**config.mk**
```make
export PLATFORM = sky130hd
export DESIGN_NAME = vpsp_port
export DESIGN_NICKNAME = d
export VERILOG_FILES = /design/src/logic/vpsp_pkg.sv /design/src/logic/vpsp_nibble_ram.sv /design/src/logic/vpsp_port.sv
export SDC_FILE = /design/constraint.sdc
export NUM_CORES = 1
export LEC_CHECK = 0
export ABC_AREA = 1
export BUFFER_PORTS_ARGS = -buffer_cell sky130_fd_sc_hd__buf_4
export CAP_MARGIN = 20
export CORE_ASPECT_RATIO = 0.7
export CORE_MARGIN = 2
export CORE_UTILIZATION = 50
export DETAILED_ROUTE_END_ITERATION = 16
export PLACE_DENSITY = 0.73
export SYNTH_ARGS = -nofsm -noshare
export SYNTH_HDL_FRONTEND = slang
export SYNTH_HIERARCHICAL = 1
export SYNTH_SLANG_ARGS = --single-unit
```
**constraint.sdc**
```tcl
create_clock -name i_clk -period 2.55 [get_ports i_clk]
set_clock_uncertainty 0.2 [all_clocks]
set_input_delay 0.51 -clock i_clk [delete_from_list [all_inputs] [get_ports i_clk]]
set_output_delay 0.51 -clock i_clk [all_outputs]
set_load 0.02 [all_outputs]
```
**src/logic/vpsp_pkg.sv**
```systemverilog
// Shared constants and carrier types for the voice processor slave port.
// Assumes a single 25 MHz system clock and a synchronous active-high reset.
package vpsp_pkg;

  // System clock
  localparam int CLK_PERIOD_NS = 40;

  // Port widths
  localparam int ADDR_W = 3;
  localparam int DATA_W = 8;
  localparam int NIB_W  = 4;

  // Rate buffer geometry: 36 nibbles, circular
  localparam int          BUF_DEPTH = 36;
  localparam int          PTR_W     = 6;
  localparam logic [5:0]  PTR_LAST  = 6'h23;
  localparam logic [5:0]  PTR_RST   = 6'h00;

  // Port address map: location 0 is the voice nibble pipe
  localparam logic [2:0]  ADDR_VOICE = 3'h0;
  localparam logic [7:0]  RD_IDLE_VAL = 8'h00;

  // Read data must stand on the bus this long before ready falls
  localparam int RD_SETUP_NS  = 22;
  localparam int RD_SETUP_CYC = (RD_SETUP_NS + CLK_PERIOD_NS - 1)
                                / CLK_PERIOD_NS;

  // Processor clock output: half period in system clocks
  localparam logic [3:0]  VOICE_PROC_CLK_OUT_HALF = 4'h1;

  // Strobe synchroniser and data alignment depth
  localparam int SYNC_STAGES = 3;

  // Access state machine
  typedef enum logic [2:0] {
    VPSP_IDLE   = 3'b000,
    VPSP_FETCH  = 3'b001,
    VPSP_DRIVE  = 3'b010,
    VPSP_ACK_RD = 3'b011,
    VPSP_ACK_WR = 3'b100
  } vpsp_state_e;

  // One sampled processor request
  typedef struct packed {
    logic [2:0] addr;
    logic       rnw;
    logic [7:0] data;
  } vpsp_req_s;

endpackage

```
**src/logic/vpsp_nibble_ram.sv**
```systemverilog
// Small nibble memory for one rate buffer, one write and one read port.
// Assumes the caller keeps addresses below the depth; read data registered.
`timescale 1ns/100ps
module vpsp_nibble_ram (
  // Clock
  input  wire logic                      i_clk,
  // Write port
  input  wire logic                      i_wr_en,
  input  wire logic [vpsp_pkg::PTR_W-1:0] i_wr_addr,
  input  wire logic [vpsp_pkg::NIB_W-1:0] i_wr_data,
  // Read port
  input  wire logic                      i_rd_en,
  input  wire logic [vpsp_pkg::PTR_W-1:0] i_rd_addr,
  output logic      [vpsp_pkg::NIB_W-1:0] o_rd_data
);
  import vpsp_pkg::*;

  logic [NIB_W-1:0] mem_r [BUF_DEPTH];

  // Storage, no reset so it maps onto plain memory cells
  always_ff @(posedge i_clk) begin
    if (i_wr_en) begin
      mem_r[i_wr_addr] <= i_wr_data;
    end
  end

  // Registered read, old data on a same-address collision
  always_ff @(posedge i_clk) begin
    if (i_rd_en) begin
      o_rd_data <= mem_r[i_rd_addr];
    end
  end

endmodule

```
**src/logic/vpsp_port.sv**
```systemverilog
// Voice processor slave port: parallel strobe bus into two rate buffers.
// Assumes pins are sampled on i_clk; the bus wire is resolved outside.
// How it works
// (RULE_01) Slave only; never starts a transfer.
// (RULE_02) Address, data, strobe, direction in; ready out.
// (RULE_03) Three-bit address is an input only.
// (RULE_04) Eight-bit data: we drive on reads.
// (RULE_05) Read when direction reads during strobe.
// (RULE_06) Write when direction writes during strobe.
// (RULE_07) Address and direction stable around strobe.
// (RULE_08) Write data taken at strobe rising edge.
// (RULE_09) Ready active low; high means wait.
// (RULE_10) Read data valid before ready falls.
// (RULE_11) Processor holds strobe until ready falls.
// (RULE_12) Processor reads always with a wait.
// (RULE_13) No write right after a read.
// (RULE_14) Clock output derived from master clock.
// (RULE_15) External reset held eighteen master clocks; the bench holds it ten at start, 28 mid-run.
// (RULE_16) Received nibbles handed out in order.
// (RULE_17) Transmit side is one sequential pipe.
// (RULE_18) Buffers hold 36 nibbles, wrapping circularly.
// (RULE_19) Drive data only during read strobe.
// (RULE_20) Synchronise strobe before acting on it.
`timescale 1ns/100ps
module vpsp_port (
  // Clock and reset
  input  wire logic                       i_clk,
  input  wire logic                       i_srst,
  // Processor bus pins
  input  wire logic [vpsp_pkg::ADDR_W-1:0] i_voice_port_addr,
  input  wire logic [vpsp_pkg::DATA_W-1:0] i_voice_port_data,
  input  wire logic                       i_voice_port_strobe_n,
  input  wire logic                       i_voice_port_read_write,
  output logic      [vpsp_pkg::DATA_W-1:0] o_voice_port_data,
  output logic                            o_voice_port_data_oe_n,
  output logic                            o_voice_port_ready_n,
  output logic                            o_voice_proc_clk_out,
  // Received nibbles from the demodulator
  input  wire logic                       i_rx_nib_valid,
  input  wire logic [vpsp_pkg::NIB_W-1:0]  i_rx_nib,
  // Transmit nibbles to the modulator
  output logic                            o_tx_nib_valid,
  output logic      [vpsp_pkg::NIB_W-1:0]  o_tx_nib,
  input  wire logic                       i_tx_nib_ready
);
  import vpsp_pkg::*;

  // Circular pointer step, shared by all four pointers
  function automatic logic [PTR_W-1:0] next_ptr(input logic [PTR_W-1:0] p);
    next_ptr = (p == PTR_LAST) ? PTR_RST : p + 6'h01; // [RULE_18]
  endfunction

  vpsp_state_e      st_r;
  logic [2:0]       strb_sync_r;
  vpsp_req_s        req_pipe_r [SYNC_STAGES];
  vpsp_req_s        req_in;
  vpsp_req_s        req_r;
  logic             strb_fall;
  logic             strb_rise;
  logic [PTR_W-1:0] rx_wr_ptr_r;
  logic [PTR_W-1:0] rx_rd_ptr_r;
  logic [PTR_W-1:0] tx_wr_ptr_r;
  logic [PTR_W-1:0] tx_rd_ptr_r;
  logic [NIB_W-1:0] rx_rd_data;
  logic [NIB_W-1:0] tx_rd_data;
  logic             rx_rd_en;
  logic             tx_wr_en;
  logic             tx_fetch;
  logic             tx_inflight_r;
  logic [3:0]       clk_div_r;
  logic [NIB_W-1:0] fifo_mem_r [2];
  logic [1:0]       fifo_cnt_r;
  logic             fifo_wp_r;
  logic             fifo_rp_r;
  logic             fifo_pop;

  // Strobe synchroniser; stage 0 feeds only stage 1
  always_ff @(posedge i_clk) begin
    if (i_srst) begin
      strb_sync_r <= 3'h7;
    end else begin
      strb_sync_r <= {strb_sync_r[1:0], i_voice_port_strobe_n}; // [RULE_20]
    end
  end

  // Edges seen only on the settled stages
  assign strb_fall = strb_sync_r[2] & ~strb_sync_r[1];
  assign strb_rise = ~strb_sync_r[2] & strb_sync_r[1];

  // Address, direction and data delayed to line up with the strobe
  assign req_in = '{addr: i_voice_port_addr,
                    rnw:  i_voice_port_read_write,
                    data: i_voice_port_data}; // [RULE_02] [RULE_03]
  always_ff @(posedge i_clk) begin
    req_pipe_r[0] <= req_in;
    req_pipe_r[1] <= req_pipe_r[0];
    req_pipe_r[2] <= req_pipe_r[1];
  end

  // Read request goes to the receive buffer at the strobe fall
  assign rx_rd_en = (st_r == VPSP_IDLE) && strb_fall
                    && req_pipe_r[1].rnw; // [RULE_05]
  // Write lands with the data seen while strobe was still low
  assign tx_wr_en = (st_r == VPSP_ACK_WR) && strb_rise
                    && (req_r.addr == ADDR_VOICE); // [RULE_08]

  // Access state machine; nothing moves without a processor strobe
  always_ff @(posedge i_clk) begin
    if (i_srst) begin
      st_r                   <= VPSP_IDLE;
      req_r                  <= '0;
      o_voice_port_ready_n   <= 1'b1;
      o_voice_port_data_oe_n <= 1'b1;
      o_voice_port_data      <= RD_IDLE_VAL;
    end else begin
      unique case (st_r)
        VPSP_IDLE: begin
          if (strb_fall) begin // [RULE_01]
            req_r <= req_pipe_r[1]; // [RULE_07]
            if (req_pipe_r[1].rnw) begin
              st_r <= VPSP_FETCH;
            end else begin
              o_voice_port_ready_n <= 1'b0; // [RULE_06]
              st_r                 <= VPSP_ACK_WR;
            end
          end
        end
        VPSP_FETCH: begin
          // Other addresses read as zero
          o_voice_port_data <= (req_r.addr == ADDR_VOICE)
                               ? {4'h0, rx_rd_data} : RD_IDLE_VAL;
          o_voice_port_data_oe_n <= 1'b0; // [RULE_04]
          st_r                   <= VPSP_DRIVE;
        end
        VPSP_DRIVE: begin
          // One cycle of settled data covers the setup ahead of ready
          o_voice_port_ready_n <= 1'b0; // [RULE_10]
          st_r                 <= VPSP_ACK_RD;
        end
        VPSP_ACK_RD: begin
          if (strb_rise) begin
            o_voice_port_ready_n   <= 1'b1; // [RULE_09]
            o_voice_port_data_oe_n <= 1'b1; // [RULE_19]
            st_r                   <= VPSP_IDLE;
          end
        end
        VPSP_ACK_WR: begin
          req_r.data <= req_pipe_r[2].data;
          if (strb_rise) begin
            o_voice_port_ready_n <= 1'b1;
            st_r                 <= VPSP_IDLE;
          end
        end
        default: begin
          st_r <= VPSP_IDLE;
        end
      endcase
    end
  end

  // Receive pointers: demodulator fills, processor drains in order
  always_ff @(posedge i_clk) begin
    if (i_srst) begin
      rx_wr_ptr_r <= PTR_RST;
      rx_rd_ptr_r <= PTR_RST;
    end else begin
      if (i_rx_nib_valid) begin
        rx_wr_ptr_r <= next_ptr(rx_wr_ptr_r);
      end
      if (st_r == VPSP_ACK_RD && strb_rise
          && req_r.addr == ADDR_VOICE) begin
        rx_rd_ptr_r <= next_ptr(rx_rd_ptr_r); // [RULE_16]
      end
    end
  end

  // Transmit write pointer steps itself after every voice write
  always_ff @(posedge i_clk) begin
    if (i_srst) begin
      tx_wr_ptr_r <= PTR_RST;
    end else if (tx_wr_en) begin
      tx_wr_ptr_r <= next_ptr(tx_wr_ptr_r); // [RULE_17]
    end
  end

  vpsp_nibble_ram u_rx_ram (
    .i_clk     (i_clk),
    .i_wr_en   (i_rx_nib_valid),
    .i_wr_addr (rx_wr_ptr_r),
    .i_wr_data (i_rx_nib),
    .i_rd_en   (rx_rd_en),
    .i_rd_addr (rx_rd_ptr_r),
    .o_rd_data (rx_rd_data)
  );

  // Low nibble of the bus carries the voice sample
  vpsp_nibble_ram u_tx_ram (
    .i_clk     (i_clk),
    .i_wr_en   (tx_wr_en),
    .i_wr_addr (tx_wr_ptr_r),
    .i_wr_data (req_pipe_r[2].data[NIB_W-1:0]),
    .i_rd_en   (tx_fetch),
    .i_rd_addr (tx_rd_ptr_r),
    .o_rd_data (tx_rd_data)
  );

  // Fetch only when a slot is free, counting the read in flight
  assign tx_fetch = ({1'b0, tx_inflight_r} + fifo_cnt_r) < 2'h2
                    && !(fifo_cnt_r == 2'h1 && tx_inflight_r);
  assign fifo_pop = o_tx_nib_valid && i_tx_nib_ready;

  always_ff @(posedge i_clk) begin
    if (i_srst) begin
      tx_inflight_r <= 1'b0;
      tx_rd_ptr_r   <= PTR_RST;
    end else begin
      tx_inflight_r <= tx_fetch;
      if (tx_fetch) begin
        tx_rd_ptr_r <= next_ptr(tx_rd_ptr_r);
      end
    end
  end

  // Two-entry buffer; a modulator stall holds back the fetches
  always_ff @(posedge i_clk) begin
    if (i_srst) begin
      fifo_cnt_r <= 2'h0;
      fifo_wp_r  <= 1'b0;
      fifo_rp_r  <= 1'b0;
    end else begin
      if (tx_inflight_r) begin
        fifo_mem_r[fifo_wp_r] <= tx_rd_data;
        fifo_wp_r             <= ~fifo_wp_r;
      end
      if (fifo_pop) begin
        fifo_rp_r <= ~fifo_rp_r;
      end
      fifo_cnt_r <= fifo_cnt_r + {1'b0, tx_inflight_r}
                    - {1'b0, fifo_pop};
    end
  end

  // Output stage registered so the modulator sees flop outputs
  always_ff @(posedge i_clk) begin
    if (i_srst) begin
      o_tx_nib_valid <= 1'b0;
      o_tx_nib       <= 4'h0;
    end else begin
      o_tx_nib_valid <= (fifo_cnt_r - {1'b0, fifo_pop}) != 2'h0
                        || tx_inflight_r;
      o_tx_nib       <= (fifo_cnt_r - {1'b0, fifo_pop}) != 2'h0
                        ? fifo_mem_r[fifo_rp_r ^ fifo_pop] : tx_rd_data;
    end
  end

  // Processor clock from the system clock by a divider
  always_ff @(posedge i_clk) begin
    if (i_srst) begin
      clk_div_r            <= 4'h0;
      o_voice_proc_clk_out <= 1'b0;
    end else if (clk_div_r == VOICE_PROC_CLK_OUT_HALF - 4'h1) begin
      clk_div_r            <= 4'h0;
      o_voice_proc_clk_out <= ~o_voice_proc_clk_out; // [RULE_14]
    end else begin
      clk_div_r <= clk_div_r + 4'h1;
    end
  end
endmodule

```
==> results.md <==
- Skew-Pair Late Insertion Delay: 0.53 ns
- Int Pwr: 11.0 mW
- Worst Setup Start Kind: flop
- Avg Cell Area, Syn: 10.8 µm²
- Sink Count: 378
- Initial antenna violation count: 0
- Final Hold Violating Endpoints: 0
- Max VDD drop: 0.552 mV
- First-pass GRT wire length: 52300 µm
- R2r startpoint: strb_sync_r[1]$_SDFF_PP1_
- RSZ-0062 raised after global routing: no
- Setup_tns: 0 ns
- P&R area growth vs syn: 11.2%
- DRC Markers: 0
- Worst setup endpoint: u_tx_ram/mem_r[1][3]$_DFFE_PP_
- Yosys reg bits: around 380
- R2r setup slk: 0.16 ns
- Initial DRC Count: approximately 1100
- CTS Root Cell: clkbuf_16
- Clk pwr share: 0.370
- Rel. slew slack: 0.579
- CTS clk-pin slew, worst paths: 0.06 ns
- Worst r2r path cells: 8
- CP max FO: 8
- Most common cell after layout, fill and taps aside: nand2_1
- Final Worst Setup Slack: between 0.15 and 0.2 ns
- Final WL: 33100 µm
- Worst hold path type: flop to flop
- Die X: approximately 210 µm
- Leakage power: 6.28 nW
- Worst EP arrival: between 2 and 2.5 ns
- Max Buffers Root-to-Sink: 3
- Data required time of the worst path: roughly 2.5 ns
- Worst Tran Pin Value: 0.630 ns
- Die area: ~33000 µm²
- Routability cong.: slightly below 0.9
- Core footprint: 30300 µm²
- Minimum clock period: 2.39 ns
- Post-synthesis cell count: approximately 1400
- Port buffer count: 28
- Largest net degree at the start of global routing: 76
- Reg-to-Reg End: u_tx_ram/mem_r[1][3]$_DFFE_PP_
- GRT Overall Usage: 0.205
- Vias per cell: 5.47
- Avg WL per Cell: approximately 17 µm
- Setup CP Type: flop to flop
- Placed instance count: ~1800
- Mapped Area: approximately 16000 µm²
- Comb power frac: 0.157
- CP startpoint: strb_sync_r[1]$_SDFF_PP1_
- Pwr dens: 866 nW/µm²
- Postcts setup bufs: 0
- Peak Freq: 0.418 GHz
- Seq/Total Area, Yosys: 0.683
- Post-cts repair resize count: 0
- Switch Pwr: between 4 and 5 mW
- Initial Utilization: 0.513
- Die H: 152 µm
- Top Ports: 37
- Reg power frac: 0.473
- Status: complete, no violations
- H-tree depth: 2
- Switching share of power: 0.268
- Number of synthesis warnings: 6
- Global route overflow: 0
- TritonCTS Buffers: 37
- Fin. max-slew vios: 0
- N_diodes: 0
- Layout Cells excl Fill: 1919
- Maxcap violations: 0
- Share of layout cells above drive strength 1: 0.0816
- Vias in the first global route: 9853
- Count of different cell masters after synthesis: 34
- CTS tree: done
- Layout fillers: between 2000 and 2500
- Final nets: 1509
- 1st-pass router iterations: 5
- Post-route ant nets: 0
- Most frequent cells in the layout: nand2_1, edfxtp_1, nand3_1, nor2_1, dfxtp_1
- Final setup fails: 0
- HPWL Detailed: roughly 20000 µm
- Pre-CTS WS: between 0.2 and 0.25 ns
- Row cnt: 53
- Fin crit share: 0.938
- Crit end category: flop
- Vias: around 10000
-- power by group through the flow --
stage | logic (mW) | clock network [mW] | registers [mW]
after floorplan | 1.77 | 0 | 7.23
after global placement | 2.26 | 0 | 7.20
after global routing | 2.62 | 5.90 | 7.10
final | 2.35 | 5.53 | 7.08
after detailed placement | 2.30 | 0 | 7.21
after CTS | 2.33 | 5.64 | 7.08
-- area by class of cell --
cell class	instances	area, µm²	share of cell area
sequential	378	10600	0.614
multi-input combinational	940	4200	0.243
clock buffer	50	1020	0.0588
tap	412	515	0.0298
timing repair buffer	55	460	0.0266
inverter	68	268	0.0155
clock inverter	16	213	0.0123
-- through the flow --
| step | instance area [µm²] | hold slack [ns] | utilization | total power, mW |
|---|---|---|---|---|
| 3_5_place_dp | 16000 | 0.112 | 0.527 | 9.51 |
| 6_report | 17300 | 0.124 | 0.570 | 15.0 |
| 3_3_place_gp | 16000 | 0.113 | 0.527 | 9.46 |
| 2_1_floorplan | 15600 | 0.110 | - | 9.00 |
| 5_1_grt | 17300 | 0.123 | 0.570 | 15.6 |
| 4_1_cts | 17300 | 0.117 | 0.570 | 15.0 |
-- worst max-delay path, cell delays in order, from the launching register on --
cell and delay [ns]:
dfxtp_1 0.33, inv_1 0.07, nor2_2 0.15, nand3_1 0.16
nor2_4 0.18, inv_1 0.06, nor2_1 0.16, nand2_1 0.33
nor2_1 0.40
-- synthesized netlist by cell type --
cell	instances	share of area
clkbuf_1	3	0.00072
nand3_1	262	0.084
nor2_2	4	0.0016
nand2_4	1	0.00072
nor3b_1	1	0.00048
nor2_1	152	0.037
a31oi_1	2	0.00080
or2_2	4	0.0016
xor2_2	1	0.0010
nor3_1	3	0.00097
xnor2_1	3	0.0017
buf_4	27	0.013
nand2_2	3	0.0012
dfxtp_1	74	0.095
nor2_4	4	0.0029
o21ai_0	34	0.011
a21oi_1	20	0.0064
inv_6	1	0.00056
nor3_2	1	0.00064
edfxtp_1	304	0.59
buf_2	11	0.0035
xor2_1	7	0.0039
nand4_1	7	0.0028
inv_2	3	0.00072
ha_1	8	0.0064
o22ai_1	8	0.0032
buf_6	18	0.013
a22oi_1	4	0.0019
nand3_2	1	0.00064
conb_1	1	0.00024
buf_1	2	0.00048
inv_1	63	0.015
inv_8	1	0.00072
nand2_1	406	0.098
-- repair_timing --
item                       4_1_cts  5_1_grt
hold endpoints to repair         9        0
hold buffers                     9        0
setup endpoints to repair        0        0
-- per-layer routing --
metal,GRT usage,wire length (µm),vias up
met2,0.306,14300,465
met4,0.0615,593,0
met3,0.0403,3250,54
li1,-,-,5008
met5,0,0,-
met1,0.305,14900,4970
-- worst min path at each step --
stage / startpoint / endpoint / slack [ns] / cells past startpoint
global route: i_rx_nib_valid / rx_wr_ptr_r[0]$_SDFFE_PP0P_ / 0.12 / 3
finish: req_pipe_r[0][12]$_DFF_P_ / req_pipe_r[0][24]$_DFF_P_ / 0.12 / 0
global placement: req_pipe_r[0][15]$_DFF_P_ / req_pipe_r[0][27]$_DFF_P_ / 0.11 / 0
detailed placement: req_pipe_r[0][10]$_DFF_P_ / req_pipe_r[0][22]$_DFF_P_ / 0.11 / 0
CTS: i_rx_nib_valid / rx_wr_ptr_r[0]$_SDFFE_PP0P_ / 0.12 / 3
floorplan: req_pipe_r[0][0]$_DFF_P_ / req_pipe_r[0][12]$_DFF_P_ / 0.11 / 0
-- cells by family (layout without fill, tap and decap cells) --
logic type | after synthesis | in the layout | synth area share
AO/OA/AOI/OAI | 68 | 68 | 0.0233
XOR/XNOR | 11 | 11 | 0.00668
adder cells (fa/ha/maj) | 8 | 8 | 0.00644
buffers and inverters | 129 | 189 | 0.0481
flip-flops | 378 | 378 | 0.683
other | 1 | 4 | 0.000241
AND/OR/NAND/NOR | 849 | 849 | 0.233
-- state kept, by name (all words and copies together), names as in the netlist, 6 cells and up --
register,count
u_rx_ram/mem_r,144
tx_rd_ptr_r,6
req_pipe_r,20
tx_wr_ptr_r,6
rx_rd_ptr_r,6
rx_wr_ptr_r,6
u_tx_ram/mem_r,144
fifo_mem_r,8
Power figures use the tool's default switching activity.
